File: src/rtl/ocs_pkg.sv
// Package for the oscillator enable and clock select block.
// Assumes one 250 MHz clock and a synchronous active-low reset.
package ocs_pkg;
  localparam int REG_AW = 2;
  localparam logic [REG_AW-1:0] OFF_SYS_CLK = 2'h0;
  localparam logic [REG_AW-1:0] OFF_IRC = 2'h1;
  localparam logic [REG_AW-1:0] OFF_FXT = 2'h2;
  localparam logic [REG_AW-1:0] OFF_SXT = 2'h3;
  // System clock control fields
  localparam int SCC_DIV_LSB = 5;
  localparam int SCC_HFS_BIT = 3;
  localparam int SCC_LFS_BIT = 2;
  localparam int SCC_HIDLE_BIT = 1;
  localparam int SCC_LIDLE_BIT = 0;
  // Oscillator control fields
  localparam int IRC_FREQ_LSB = 2;
  localparam int FLAG_BIT = 1;
  localparam int EN_BIT = 0;
  localparam int MODE_BIT = 2;
  // Reset values and field codes
  localparam logic [2:0] RST_DIV = 3'h0;
  localparam logic [1:0] RST_IRC_FREQ = 2'h0;
  localparam logic RST_IRC_EN = 1'b1;
  localparam logic [2:0] DIV_SUB = 3'h7;
  localparam logic [1:0] IRC_8M = 2'h0;
  localparam logic [1:0] IRC_12M = 2'h1;
  localparam logic [1:0] IRC_16M = 2'h2;
  // Timing
  localparam int CLK_MHZ = 250;
  localparam int SWITCH_SYS_PERIODS = 4;
  localparam int SWITCH_CYC = SWITCH_SYS_PERIODS + 2;
  localparam int SETTLE_US = 1;
  localparam int SETTLE_CYC = SETTLE_US * CLK_MHZ;
  localparam int CNT_W = 12;
  localparam int SW_W = 3;

  typedef struct packed {
    logic [2:0] div;
    logic hf_sel;
    logic lf_sel;
    logic hs_idle_keep;
    logic ls_idle_keep;
  } ocs_scc_t;

  typedef struct packed {
    logic irc_on;
    logic [1:0] irc_freq;
    logic fxt_on;
    logic fxt_high_drive;
    logic sxt_on;
    logic fast_src_xtal;
    logic slow_src_xtal;
    logic [2:0] div;
    logic cpu_run;
  } ocs_clk_ctrl_t;
endpackage : ocs_pkg

File: src/rtl/ocs_settle.sv
// Stable-flag generator for one oscillator.
// Assumes restart is a one-cycle pulse on the same clock.
module ocs_settle
  import ocs_pkg::*;
(
  input wire logic sys_clk_in,
  input wire logic resetn_in,
  input wire logic enable_in,
  input wire logic restart_in,
  output logic stable_out
);
  typedef struct packed {
    logic [CNT_W-1:0] cnt;
    logic stable;
  } ocs_settle_st_t;

  ocs_settle_st_t st_r;
  ocs_settle_st_t st_nxt;

  always_comb begin
    st_nxt = st_r;
    if (!enable_in || restart_in) begin
      st_nxt.cnt = CNT_W'(SETTLE_CYC);
      st_nxt.stable = 1'b0;
    end else if (st_r.cnt != '0) begin
      st_nxt.cnt = st_r.cnt - 1'b1;
    end else begin
      st_nxt.stable = 1'b1;
    end
  end

  always_ff @(posedge sys_clk_in) begin
    if (!resetn_in) begin
      st_r <= '{cnt: CNT_W'(SETTLE_CYC), stable: 1'b0};
    end else begin
      st_r <= st_nxt;
    end
  end

  assign stable_out = st_r.stable;
endmodule : ocs_settle

File: src/rtl/ocs_switch.sv
// Clock switch sequencer: applies a new selection after a fixed delay.
// Assumes request is a level selection on the same clock.
module ocs_switch
  import ocs_pkg::*;
(
  input wire logic sys_clk_in,
  input wire logic resetn_in,
  input wire logic [4:0] req_in,
  output logic [4:0] applied_out,
  output logic busy_out
);
  typedef struct packed {
    logic [4:0] applied;
    logic [SW_W-1:0] cnt;
    logic busy;
  } ocs_sw_st_t;

  ocs_sw_st_t st_r;
  ocs_sw_st_t st_nxt;

  always_comb begin
    st_nxt = st_r;
    if (req_in != st_r.applied && !st_r.busy) begin
      st_nxt.busy = 1'b1;
      // Two of the cycles go to the output register stages
      st_nxt.cnt = SW_W'(SWITCH_CYC - 3);
    end else if (st_r.busy) begin
      if (st_r.cnt == '0) begin
        st_nxt.busy = 1'b0;
        st_nxt.applied = req_in;
      end else begin
        st_nxt.cnt = st_r.cnt - 1'b1;
      end
    end
  end

  always_ff @(posedge sys_clk_in) begin
    if (!resetn_in) begin
      st_r <= '{applied: {RST_DIV, 2'b00}, cnt: '0, busy: 1'b0};
    end else begin
      st_r <= st_nxt;
    end
  end

  assign applied_out = st_r.applied;
  assign busy_out = st_r.busy;
endmodule : ocs_switch

File: src/rtl/ocs_top.sv
// Oscillator enable and system clock select registers and control.
// Assumes a plain register port on the 250 MHz system clock; halt and
// crystal pin enable arrive from logic on the same clock.
// Behaviour
// [RULE_01] High idle bit keeps the fast oscillator running during halt.
// [RULE_02] Low idle bit keeps the slow oscillator running during halt.
// [RULE_03] Low select 0 picks internal slow RC, 1 the slow crystal.
// [RULE_04] Clock changes complete after a short fixed switching delay.
// [RULE_05] Internal RC frequency field: 00 8MHz, 01 12MHz, 10 16MHz.
// [RULE_06] New internal RC frequency applies only once its stable flag is high.
// [RULE_07] Internal RC flag clears then sets on enable or frequency write; the code restarts it on a rising enable or a write that changes the frequency.
// [RULE_08] Internal RC enable switches the oscillator, resets to one.
// [RULE_09] Drive mode bit: 0 low drive up to 10MHz, 1 high drive.
// [RULE_10] Drive mode writes ignored while crystal pins enabled and crystal on.
// [RULE_11] Software sets drive mode before enabling the fast crystal.
// [RULE_12] Fast crystal flag clears then sets on enable.
// [RULE_13] Fast crystal enable switches the fast crystal.
// [RULE_14] Slow crystal speed-up bit reads fixed one.
// [RULE_15] Slow crystal flag clears then sets on enable.
// [RULE_16] Slow crystal enable switches the slow crystal.
// [RULE_17] Unimplemented upper bits read zero.
// [RULE_18] Divider codes 0-6 divide fast clock by 1..64, code 7 sub-clock.
// [RULE_19] High select picks fast crystal or internal RC.
// [RULE_20] Halt with both idle bits low enters sleep, sub-clock stopped.
// [RULE_21] Stable flags read zero while disabled and after reset.
//
// Decided for this implementation: the register offsets and the address-and-strobe port.
module ocs_top
  import ocs_pkg::*;
(
  input wire logic sys_clk_in,
  input wire logic resetn_in,
  input wire logic [ocs_pkg::REG_AW-1:0] reg_addr_in,
  input wire logic [7:0] reg_wdata_in,
  input wire logic reg_wr_in,
  input wire logic reg_rd_in,
  output logic [7:0] reg_rdata_out,
  input wire logic halt_in,
  input wire logic wake_in,
  input wire logic xtal_pins_en_in,
  output ocs_pkg::ocs_clk_ctrl_t clk_ctrl_out,
  output logic sub_clk_periph_en_out,
  output logic sleep_out,
  output logic switch_busy_out
);
  import ocs_pkg::*;

  typedef struct packed {
    ocs_scc_t system_clock_control;
    logic [1:0] irc_freq;
    logic [1:0] irc_freq_applied;
    logic irc_en;
    logic fxt_mode;
    logic fxt_en;
    logic sxt_en;
    logic halted;
    logic irc_restart;
    logic fxt_restart;
    logic sxt_restart;
    logic [7:0] rdata;
    ocs_clk_ctrl_t ctrl;
    logic sub_en;
    logic sleep;
    logic busy;
  } ocs_st_t;

  ocs_st_t st_r;
  ocs_st_t st_nxt;
  logic irc_stable;
  logic fxt_stable;
  logic sxt_stable;
  logic [4:0] sw_applied;
  logic sw_busy;
  logic [7:0] rd_mux;
  logic fast_on;
  logic slow_on;
  logic [2:0] app_div;
  logic app_hfs;
  logic app_lfs;

  ocs_settle u_irc_settle (
    .sys_clk_in(sys_clk_in),
    .resetn_in(resetn_in),
    .enable_in(st_r.ctrl.irc_on),
    .restart_in(st_r.irc_restart),
    .stable_out(irc_stable)
  );

  ocs_settle u_fxt_settle (
    .sys_clk_in(sys_clk_in),
    .resetn_in(resetn_in),
    .enable_in(st_r.ctrl.fxt_on),
    .restart_in(st_r.fxt_restart),
    .stable_out(fxt_stable)
  );

  ocs_settle u_sxt_settle (
    .sys_clk_in(sys_clk_in),
    .resetn_in(resetn_in),
    .enable_in(st_r.ctrl.sxt_on),
    .restart_in(st_r.sxt_restart),
    .stable_out(sxt_stable)
  );

  ocs_switch u_switch (
    .sys_clk_in(sys_clk_in),
    .resetn_in(resetn_in),
    .req_in({st_r.system_clock_control.div, st_r.system_clock_control.hf_sel, st_r.system_clock_control.lf_sel}), // [RULE_04]
    .applied_out(sw_applied),
    .busy_out(sw_busy)
  );

  assign app_div = sw_applied[4:2];
  assign app_hfs = sw_applied[1];
  assign app_lfs = sw_applied[0];

  // Read mux; flags gated by the enables
  always_comb begin
    rd_mux = 8'h00; // [RULE_17]
    case (reg_addr_in)
      OFF_SYS_CLK: begin
        rd_mux[SCC_DIV_LSB +: 3] = st_r.system_clock_control.div;
        rd_mux[SCC_HFS_BIT] = st_r.system_clock_control.hf_sel;
        rd_mux[SCC_LFS_BIT] = st_r.system_clock_control.lf_sel;
        rd_mux[SCC_HIDLE_BIT] = st_r.system_clock_control.hs_idle_keep;
        rd_mux[SCC_LIDLE_BIT] = st_r.system_clock_control.ls_idle_keep;
      end
      OFF_IRC: begin
        rd_mux[IRC_FREQ_LSB +: 2] = st_r.irc_freq;
        rd_mux[FLAG_BIT] = irc_stable & st_r.irc_en & ~st_r.irc_restart; // [RULE_07] [RULE_21]
        rd_mux[EN_BIT] = st_r.irc_en;
      end
      OFF_FXT: begin
        rd_mux[MODE_BIT] = st_r.fxt_mode;
        rd_mux[FLAG_BIT] = fxt_stable & st_r.fxt_en & ~st_r.fxt_restart; // [RULE_12] [RULE_21]
        rd_mux[EN_BIT] = st_r.fxt_en;
      end
      OFF_SXT: begin
        rd_mux[MODE_BIT] = 1'b1; // [RULE_14]
        rd_mux[FLAG_BIT] = sxt_stable & st_r.sxt_en & ~st_r.sxt_restart; // [RULE_15] [RULE_21]
        rd_mux[EN_BIT] = st_r.sxt_en;
      end
      default: rd_mux = 8'h00;
    endcase
  end

  always_comb begin
    st_nxt = st_r;
    st_nxt.irc_restart = 1'b0;
    st_nxt.fxt_restart = 1'b0;
    st_nxt.sxt_restart = 1'b0;
    st_nxt.rdata = reg_rd_in ? rd_mux : 8'h00;

    if (reg_wr_in) begin
      case (reg_addr_in)
        OFF_SYS_CLK: begin
          st_nxt.system_clock_control.div = reg_wdata_in[SCC_DIV_LSB +: 3];
          st_nxt.system_clock_control.hf_sel = reg_wdata_in[SCC_HFS_BIT];
          st_nxt.system_clock_control.lf_sel = reg_wdata_in[SCC_LFS_BIT];
          st_nxt.system_clock_control.hs_idle_keep = reg_wdata_in[SCC_HIDLE_BIT];
          st_nxt.system_clock_control.ls_idle_keep = reg_wdata_in[SCC_LIDLE_BIT];
        end
        OFF_IRC: begin
          st_nxt.irc_freq = reg_wdata_in[IRC_FREQ_LSB +: 2]; // [RULE_05]
          st_nxt.irc_en = reg_wdata_in[EN_BIT]; // [RULE_08]
          // Restart on rising enable or on a write that changes the frequency
          if ((reg_wdata_in[EN_BIT] && !st_r.irc_en)
              || reg_wdata_in[IRC_FREQ_LSB +: 2] != st_r.irc_freq) begin
            st_nxt.irc_restart = 1'b1; // [RULE_07]
          end
        end
        OFF_FXT: begin
          if (!(xtal_pins_en_in && st_r.fxt_en)) begin
            st_nxt.fxt_mode = reg_wdata_in[MODE_BIT]; // [RULE_10]
          end
          st_nxt.fxt_en = reg_wdata_in[EN_BIT]; // [RULE_13]
          if (reg_wdata_in[EN_BIT] && !st_r.fxt_en) begin
            st_nxt.fxt_restart = 1'b1; // [RULE_12]
          end
        end
        OFF_SXT: begin
          st_nxt.sxt_en = reg_wdata_in[EN_BIT]; // [RULE_16]
          if (reg_wdata_in[EN_BIT] && !st_r.sxt_en) begin
            st_nxt.sxt_restart = 1'b1; // [RULE_15]
          end
        end
        default: begin
        end
      endcase
    end

    // Frequency takes effect once the RC reports stable
    if (irc_stable && st_r.irc_en && !st_r.irc_restart) begin
      st_nxt.irc_freq_applied = st_r.irc_freq; // [RULE_06]
    end

    // Halt and wake
    if (wake_in) begin
      st_nxt.halted = 1'b0;
    end else if (halt_in) begin
      st_nxt.halted = 1'b1;
    end

    // Selected sources follow their enables unless halted without idle keep
    fast_on = st_r.halted ? st_r.system_clock_control.hs_idle_keep : 1'b1; // [RULE_01]
    slow_on = st_r.halted ? st_r.system_clock_control.ls_idle_keep : 1'b1; // [RULE_02]

    st_nxt.ctrl.irc_on = st_r.irc_en && (fast_on || !app_hfs); // [RULE_08] [RULE_19]
    st_nxt.ctrl.irc_freq = st_r.irc_freq_applied; // [RULE_05]
    st_nxt.ctrl.fxt_on = st_r.fxt_en && (fast_on || app_hfs); // [RULE_13]
    st_nxt.ctrl.fxt_high_drive = st_r.fxt_mode; // [RULE_09]
    st_nxt.ctrl.sxt_on = st_r.sxt_en && (slow_on || !app_lfs); // [RULE_16]
    st_nxt.ctrl.fast_src_xtal = ~app_hfs; // [RULE_19]
    st_nxt.ctrl.slow_src_xtal = app_lfs; // [RULE_03]
    st_nxt.ctrl.div = app_div; // [RULE_18]
    st_nxt.ctrl.cpu_run = ~st_r.halted;
    st_nxt.sub_en = slow_on; // [RULE_02]
    st_nxt.sleep = st_r.halted && !st_r.system_clock_control.hs_idle_keep && !st_r.system_clock_control.ls_idle_keep; // [RULE_20]
    st_nxt.busy = sw_busy; // [RULE_04]
  end

  always_ff @(posedge sys_clk_in) begin
    if (!resetn_in) begin
      st_r <= '0;
      st_r.system_clock_control.div <= RST_DIV;
      st_r.irc_freq <= RST_IRC_FREQ;
      st_r.irc_freq_applied <= RST_IRC_FREQ;
      st_r.irc_en <= RST_IRC_EN; // [RULE_08]
      st_r.irc_restart <= 1'b1;
      st_r.ctrl.irc_on <= RST_IRC_EN;
      st_r.ctrl.fast_src_xtal <= 1'b1;
      st_r.ctrl.cpu_run <= 1'b1;
      st_r.sub_en <= 1'b1;
    end else begin
      st_r <= st_nxt;
    end
  end

  assign reg_rdata_out = st_r.rdata;
  assign clk_ctrl_out = st_r.ctrl;
  assign sub_clk_periph_en_out = st_r.sub_en;
  assign sleep_out = st_r.sleep;
  assign switch_busy_out = st_r.busy;
endmodule : ocs_top

File: config.mk
export PLATFORM = sky130hd
export DESIGN_NAME = ocs_top
export DESIGN_NICKNAME = d
export VERILOG_FILES = /design/src/rtl/ocs_pkg.sv /design/src/rtl/ocs_settle.sv /design/src/rtl/ocs_switch.sv /design/src/rtl/ocs_top.sv
export SDC_FILE = /design/constraint.sdc
export NUM_CORES = 1
export LEC_CHECK = 0
export BUFFER_PORTS_ARGS = -buffer_cell sky130_fd_sc_hd__clkbuf_2
export CAP_MARGIN = 10
export CORE_ASPECT_RATIO = 1.1
export CORE_MARGIN = 8
export CORE_UTILIZATION = 32
export DETAILED_ROUTE_END_ITERATION = 8
export SETUP_SLACK_MARGIN = 0.05
export SLEW_MARGIN = 40
export SYNTH_ARGS = -nofsm -noshare
export SYNTH_HDL_FRONTEND = slang
export SYNTH_SLANG_ARGS = --single-unit
File: constraint.sdc
create_clock -name sys_clk_in -period 2.55 [get_ports sys_clk_in]
set_clock_uncertainty 0.2 [all_clocks]
set_input_delay 0.765 -clock sys_clk_in [delete_from_list [all_inputs] [get_ports sys_clk_in]]
set_output_delay 0.765 -clock sys_clk_in [all_outputs]
set_load 0.01 [all_outputs]
==> flow_summary_export.csv, run 1 <==
group,metric,value,unit
outcome,outcome,"finished clean",
synthesis,synth-edff-count,0,
worst_hold_path,hold_end,"clk_ctrl_out[0]",
worst_hold_path,hold_start,"st_r[26]",
run,maxCapViolCount,0,
detailed_routing,ant_nets,0,
synthesis,syn-instance-count,428,
sta,finalCritPeriodShare,84.16,%
cells_and_area,syn_to_final_growth,12.93,%
global_route,grt_pass1_vias,2810,
worst_setup_path,cp_num_buf_inv,0,
detailed_routing,wire_per_inst,12.70,um
synthesis,seq_area_frac_synth,45.82,%
cts,cts_tree,"done",
sta,setup_tns,0,ns
place,gp_congestion,0.7709,
detailed_routing,vias,2912,
cts,post-cts-setup-buffers,0,
detailed_routing,via_per_inst,4.813,
worst_setup_path,cp_slowest_cell,"or4_4",
power_and_ir_drop,powerDensity,715.6,nW/um^2
synthesis,synth.distinct_cells,50,
cts,holdBufCountCts,0,
place,place_hpwl,5.680,mm
worst_setup_path,critPathLaunchType,"flip-flop",
cells_and_area,n_antenna_cell,0,
worst_hold_path,min_path_type,"reg2reg",
worst_setup_path,crit_path_max_incr_delay,0.59,ns
sta,rsz0062_at_grt,"no",
die,die_w,121.1,um
cts,cts_resized,0,
global_route,grt_max_degree,30,
cells_and_area,drive_gt1_share,14.86,%
die,die_h,131.6,um
worst_setup_path,required,2.63,ns
power_and_ir_drop,p_leak,0.001723,uW
synthesis,synth_ff_type,"dfxtp_1",
die,core,11930,um^2
cts,clk_pin_slew_worst_paths,0.07,ns
power_and_ir_drop,peakVddDrop,400.8,uV
synthesis,netlist_area,3889,um^2
detailed_routing,drtIter0Drc,122,
global_route,grt_usage,10.19,%
global_route,grt_first_pass_wirelength,13.19,mm
cells_and_area,final_cells,605,
die,die_area,15940,um^2
worst_setup_path,cp.arrival,2.23,ns
sta,finalHoldViolCount,0,
cells_and_area,fill_cells,1182,
sta,fmax,466.0,MHz
worst_setup_path,crit_chain,"or4_4 -> nor4b_4 -> mux2_4 -> nand2_1",
global_route,antenna_found_initial,0,
die,row_count,42,
cts,cts_buffer_depth,2,
detailed_routing,dr.pass1.iters,4,
worst_setup_path,timing.rr.end,"u_sxt_settle.st_r[2]",
worst_setup_path,startpoint,"u_sxt_settle.st_r[4]",
cts,htree_levels,3,
cts,insertion_delay,0.33,ns
detailed_routing,drc_errors,0,
worst_setup_path,r2r_cells,4,
place,dpl_worst_slack,0.4117,ns
worst_hold_path,hold_path_depth,1,
cells_and_area,final_common_cell,"dfxtp_1",
detailed_routing,drt-total-wl,7.686,mm
worst_setup_path,criticalPathCategory,"reg2reg",
worst_setup_path,critical_path.max_fanout,8,
worst_setup_path,cp-end-kind,"flip-flop",
synthesis,avgSynthCellArea,9.086,um^2
sta,finalCriticalPeriod,2.146,ns
sta,worst_pin_slew,0.5558,ns
sta,setup_slack,0.4040,ns
global_route,overflow,0,
worst_setup_path,r2r_setup_slack,0.40,ns
cts,clock_sinks,89,
synthesis,yosys_warnings,0,
cells_and_area,multi_input_area,1838,um^2
die,pin_count,40,
die,initial_core_util,32.60,%
worst_setup_path,r2r-start,"u_sxt_settle.st_r[4]",
synthesis,synth-async-reset-ratio,0,%
synthesis,syn_nets,452,
sta,setup_violations,0,
cts,cts-buffers-inserted,9,
worst_setup_path,cp_top_family,"simple AND/OR/NAND/NOR gates",
cells_and_area,post-route-util,36.82,%
cells_and_area,seqCellArea,1782,um^2
synthesis,synth_seq_cells,89,
cells_and_area,nets,471,
place,io_buffers,37,
cells_and_area,mostFrequentLayoutCells,"dfxtp_1 (89), nor2_1 (38), clkbuf_2 (37)",
place,placed_cells,590,
sta,relSlewSlack,62.79,%
sta,slew_viol_final,0,
cts,cts-root-buf,"clkbuf_16",
==> sequential cells by signal, indices dropped and copies added, names as in the netlist <==
name,count
clk_ctrl_out,12
reg_rdata_out,7
sleep_out,1
st_nxt,3
st_r,16
sub_clk_periph_en_out,1
switch_busy_out,1
u_fxt_settle.st_r,12
u_fxt_settle.stable_out,1
u_irc_settle.st_r,12
u_irc_settle.stable_out,1
u_switch.applied_out,5
u_switch.busy_out,1
u_switch.st_r,3
u_sxt_settle.st_r,12
u_sxt_settle.stable_out,1
==> how the worst max path moves through the flow <==
stage,end,slack [ns],depth (start not counted)
2_1_floorplan,u_sxt_settle.st_r[2],0.52,6
3_5_place_dp,u_irc_settle.st_r[6],0.41,6
3_3_place_gp,u_sxt_settle.st_r[2],0.45,4
4_1_cts,u_sxt_settle.st_r[2],0.41,4
6_report,u_sxt_settle.st_r[2],0.40,4
5_1_grt,u_irc_settle.st_r[4],0.20,6
==> cells in the mapped netlist (2+ instances only) <==
| cell | n | area [um^2] |
|---|---|---|
| and3b_1 | 2 | 17.52 |
| nand3_1 | 11 | 55.05 |
| and3_1 | 5 | 31.28 |
| inv_1 | 16 | 60.06 |
| or2_2 | 3 | 18.77 |
| nor2b_1 | 19 | 118.9 |
| or4_1 | 2 | 15.01 |
| a21oi_1 | 22 | 110.1 |
| buf_4 | 20 | 150.1 |
| xnor2_1 | 9 | 78.83 |
| a31oi_1 | 3 | 18.77 |
| buf_1 | 2 | 7.510 |
| nor3_1 | 16 | 80.08 |
| nand2b_1 | 7 | 43.79 |
| and2_1 | 9 | 56.30 |
| nor4_1 | 11 | 68.82 |
| nand2_1 | 26 | 97.59 |
| or3_1 | 9 | 56.30 |
| xor2_1 | 4 | 35.03 |
| o21ai_0 | 19 | 95.09 |
| nor3b_1 | 5 | 37.54 |
| nand4_1 | 3 | 18.77 |
| nand3b_1 | 9 | 67.56 |
| o31ai_1 | 3 | 22.52 |
| or4_2 | 2 | 17.52 |
| dfxtp_1 | 89 | 1782 |
| clkbuf_1 | 11 | 41.29 |
| ha_1 | 7 | 87.58 |
| and4_1 | 2 | 17.52 |
| nor2_1 | 38 | 142.6 |
| nand4b_1 | 3 | 26.28 |
| mux2i_1 | 23 | 230.2 |
==> kinds of logic after synthesis <==
logic type | Yosys count | share of synthesized area [%]
xor gates and xnor gates | 13 | 2.928
DFF | 89 | 45.82
buffers and inverters | 51 | 6.917
other | 1 | 0.09643
AOI/OAI and AO/OA | 54 | 7.915
muxes | 25 | 6.885
and+or+nand+nor | 188 | 27.19
adders and majority gates | 7 | 2.252
==> per-stage QoR <==
step	cell area, um^2	hold slack (ns)	power (uW)
final	4392	0.2311	3143
after global routing	4392	0.2736	3301
after CTS	4392	0.2377	3195
after detailed placement	4115	0.2239	1955
after global placement	4115	0.2168	1937
after floorplan	3889	0.1850	1862
==> routing by layer <==
layer	vias to the layer above	part of all wire, %	track usage, %
met5	-	0	0
met1	1352	48	12.63
met4	0	2.0	4.587
met2	49	46	15.80
li1	1502	-	-
met3	9	4.4	3.085
==> area by class of cell <==
class / count / share of cell area, %
timing repair buffer: 43 / 5.527
inverter: 16 / 1.368
clock buffer: 10 / 5.442
tap: 154 / 4.387
sequential: 89 / 40.57
multi-input combinational: 288 / 41.85
clock inverter: 5 / 0.8547
==> worst reg2reg max path: cells and delay by family, from the launching register on <==
family           cells  cell delay (ns)
flip-flops           1             0.35
AND/OR/NAND/NOR      3             1.21
multiplexers         1             0.34
==> report_power, final <==
part | leakage (uW) | switching (uW) | internal, uW
sequential | 0.000723 | 71.0 | 1490
clock | 0.000131 | 536 | 686
combinational | 0.000869 | 196 | 168
total | 0.00172 | 803 | 2340
Note: power is estimated with default switching activity, not from simulation.
==> run 2: changes to the inputs <==
ABC_AREA = 1   (was unset)
clock period = 1.8 ns   (was 2.55 ns; I/O delays follow)
==> run 2 against run 1 <==
  * Area after synthesis up 1.8%
  * Die area up 1.6%
  * Critical path depth up 3
  * Clock power up 70%
  * Register-to-register slack worse by 0.22 ns
  * Flip-flop and latch count unchanged
  * Non-clock buffer count up 3
  * Synthesized cell count up 22%
  * Cell count up 18%
  * Wire length up 6.5%
  * First-iteration DRC count up 1.6%
  * Critical endpoint is now u_fxt_settle.st_r[1]
  * Largest power group unchanged
==> flow_summary_export.csv, run 2 <==
group,metric,value,unit
power_and_ir_drop,pwr-share-seq,45.4,%
synthesis,syn_nets,547,
sta,rsz0062_at_grt,"yes",
power_and_ir_drop,clock_power_share,43.2,%
cells_and_area,top_register,"st_r",
worst_setup_path,criticalPathCategory,"reg2reg",
sta,finalCritPeriodShare,89.95,%
cells_and_area,drive_gt1_share,16.99,%
synthesis,synth_common_cells,"nand2_1 (99), dfxtp_1 (89), inv_1 (81)",
cells_and_area,largest_reg_flops,16,
cells_and_area,mostFrequentLayoutCells,"nand2_1 (98), dfxtp_1 (89), inv_1 (80)",
detailed_routing,drc_errors,0,
cts,insertion_delay,0.33,ns
place,io_buffers,37,
place,place_hpwl,6.230,mm
detailed_routing,drt-total-wl,8.183,mm
detailed_routing,routed-wl-met3,354,um
synthesis,avgSynthCellArea,7.569,um^2
worst_setup_path,cp.arrival,1.64,ns
power_and_ir_drop,powerDensity,1051,nW/um^2
worst_setup_path,critical_path.max_fanout,5,
power_and_ir_drop,swShare,24.32,%
die,die_w,122.1,um
sta,setup_violations,0,
synthesis,synth-async-reset-ratio,0,%
place,dpl-instance-area,4218,um^2
run,maxCapViolCount,0,
place,gp_congestion,0.8239,
cells_and_area,fill_cells,1235,
sta,slew_viol_final,0,
detailed_routing,vias,3265,
detailed_routing,top_layer_used,"met4",
synthesis,synth_top_cells_by_area,"dfxtp_1 (45%), nand2_1 (9.4%), inv_1 (7.7%)",
worst_setup_path,critPathLaunchType,"flip-flop",
synthesis,synth_ff_type,"dfxtp_1",
cells_and_area,syn_to_final_growth,15.49,%
cts,cts_resized,0,
detailed_routing,wl_met1,3.890,mm
global_route,overflow,0,
detailed_routing,drtIter0Drc,124,
global_route,antenna_found_initial,0,
power_and_ir_drop,switchingPower,1168,uW
synthesis,synth_top_cell_area_share,45.01,%
global_route,grt_first_pass_wirelength,14.36,mm
power_and_ir_drop,intPower,3636,uW
detailed_routing,dr.pass1.iters,4,
die,core,12030,um^2
cells_and_area,final_common_cell,"nand2_1",
detailed_routing,routed-wl-met2,3.837,mm
synthesis,seq_area_frac_synth,45.01,%
power_and_ir_drop,peakVddDrop,640.7,uV
cts,clock_sinks,89,
detailed_routing,wire_per_inst,11.48,um
die,die_area,16190,um^2
cts,cts_tree,"done",
cts,clk_pin_slew_worst_paths,0.06,ns
die,die_h,132.7,um
outcome,outcome,"finished clean",
cells_and_area,nets,578,
cts,cts-buffers-inserted,9,
die,initial_core_util,32.90,%
cts,post-cts-setup-buffers,0,
cts,cts-root-buf,"clkbuf_16",
die,pin_count,40,
detailed_routing,via_per_inst,4.579,
cts,holdBufCountCts,0,
synthesis,netlist_area,3959,um^2
synthesis,yosys.area.top_type,"dfxtp_1",
worst_hold_path,min_path_type,"in2reg",
detailed_routing,ant_nets,0,
power_and_ir_drop,p_comb_share,11.3,%
synthesis,synth.distinct_cells,38,
cells_and_area,fin_area,4572,um^2
synthesis,syn-instance-count,523,
sta,finalHoldViolCount,0,
power_and_ir_drop,p_leak,0.002053,uW
cells_and_area,n_antenna_cell,0,
global_route,grt_max_degree,15,
sta,finalCriticalPeriod,1.619,ns
sta,setup_tns,0,ns
synthesis,synth_seq_cells,89,
sta,fmax,617.6,MHz
die,row_count,42,
cts,htree_levels,3,
worst_setup_path,cp-end-kind,"flip-flop",
synthesis,yosys_warnings,0,
synthesis,synth_most_common_cell,"nand2_1",
worst_setup_path,required,1.82,ns
global_route,grt_pass1_vias,3227,
global_route,grt_usage,10.70,%
synthesis,synth-edff-count,0,
cts,cts_buffer_depth,2,
==> run 2: cell count changes after synthesis, sizes merged, moves of 10 or more <==
cell,change
inv,+71
nor2b,-19
mux2i,-23
a21oi,+21
nand2,+77
clkbuf,-10
nor2,+26
nand4,+13
and2,-10
nand3,+14
==> run 2: power by group through the flow <==
stage	Clock (uW)	Combinational, uW	Sequential (uW)
after floorplan	0	427	2210
after global placement	0	530	2220
after detailed placement	0	544	2230
after CTS	2130	550	2180
after global routing	2210	635	2200
final	2080	544	2180
==> run 2: path summary, 6_finish.rpt <==
kind	start	to	slack [ns]	cells after the start
max	u_fxt_settle.st_r[1]	u_fxt_settle.st_r[1]	0.18	7
min	wake_in	st_r[26]	0.16	2
max reg2reg	u_fxt_settle.st_r[1]	u_fxt_settle.st_r[1]	0.18	7
min reg2reg	st_nxt[13]	clk_ctrl_out[10]	0.24	2
==> run 2: metal layers <==
layer  up-vias  global-route usage (%)
li1       1720                       -
met1      1487                   12.73
met2        51                   17.73
met3         7                   3.021
met4         0                   4.068
met5         -                       0
==> run 2: per-stage QoR <==
step	instances	setup slack (ns)	util (%)	hold slack, ns	power, uW
after floorplan	523	0.1951	-	0.1965	2636
after global routing	713	0.04433	37.99	0.1600	5047
final	713	0.1809	37.99	0.1649	4804
after detailed placement	697	0.08528	35.05	0.2247	2772
after CTS	713	0.1097	37.88	0.1498	4863
after global placement	697	0.09454	35.05	0.2260	2752
==> run 2: logic make-up (layout without fill, tap and decap cells) <==
group,Yosys count,count (layout),synth area share (%)
simple gates,220,220,26.01
buf+inv,113,149,12.96
flops,89,89,45.01
compound gates,83,83,11.50
xor+xnor,10,10,2.213
fa+ha+maj,7,7,2.212
other cells,1,1,0.09473
==> run 2: cell type report <==
class | instances | area [um^2] | share of cell area [%]
Sequential cell | 89 | 1782 | 38.97
Multi-Input combinational cell | 321 | 1678 | 36.70
Inverter | 87 | 326.6 | 7.143
Clock buffer | 12 | 266.5 | 5.829
Timing Repair Buffer | 46 | 252.7 | 5.528
Tap cell | 154 | 192.7 | 4.215
Clock inverter | 4 | 73.82 | 1.615
==> run 2: worst max-delay path, stage by stage (launching register included) <==
cell and delay (ns):
dfxtp_1 0.32, inv_1 0.15, ha_1 0.22, inv_1 0.05, nor2_1 0.09, nand4_1 0.20, o21ai_0 0.22, a21oi_1 0.06
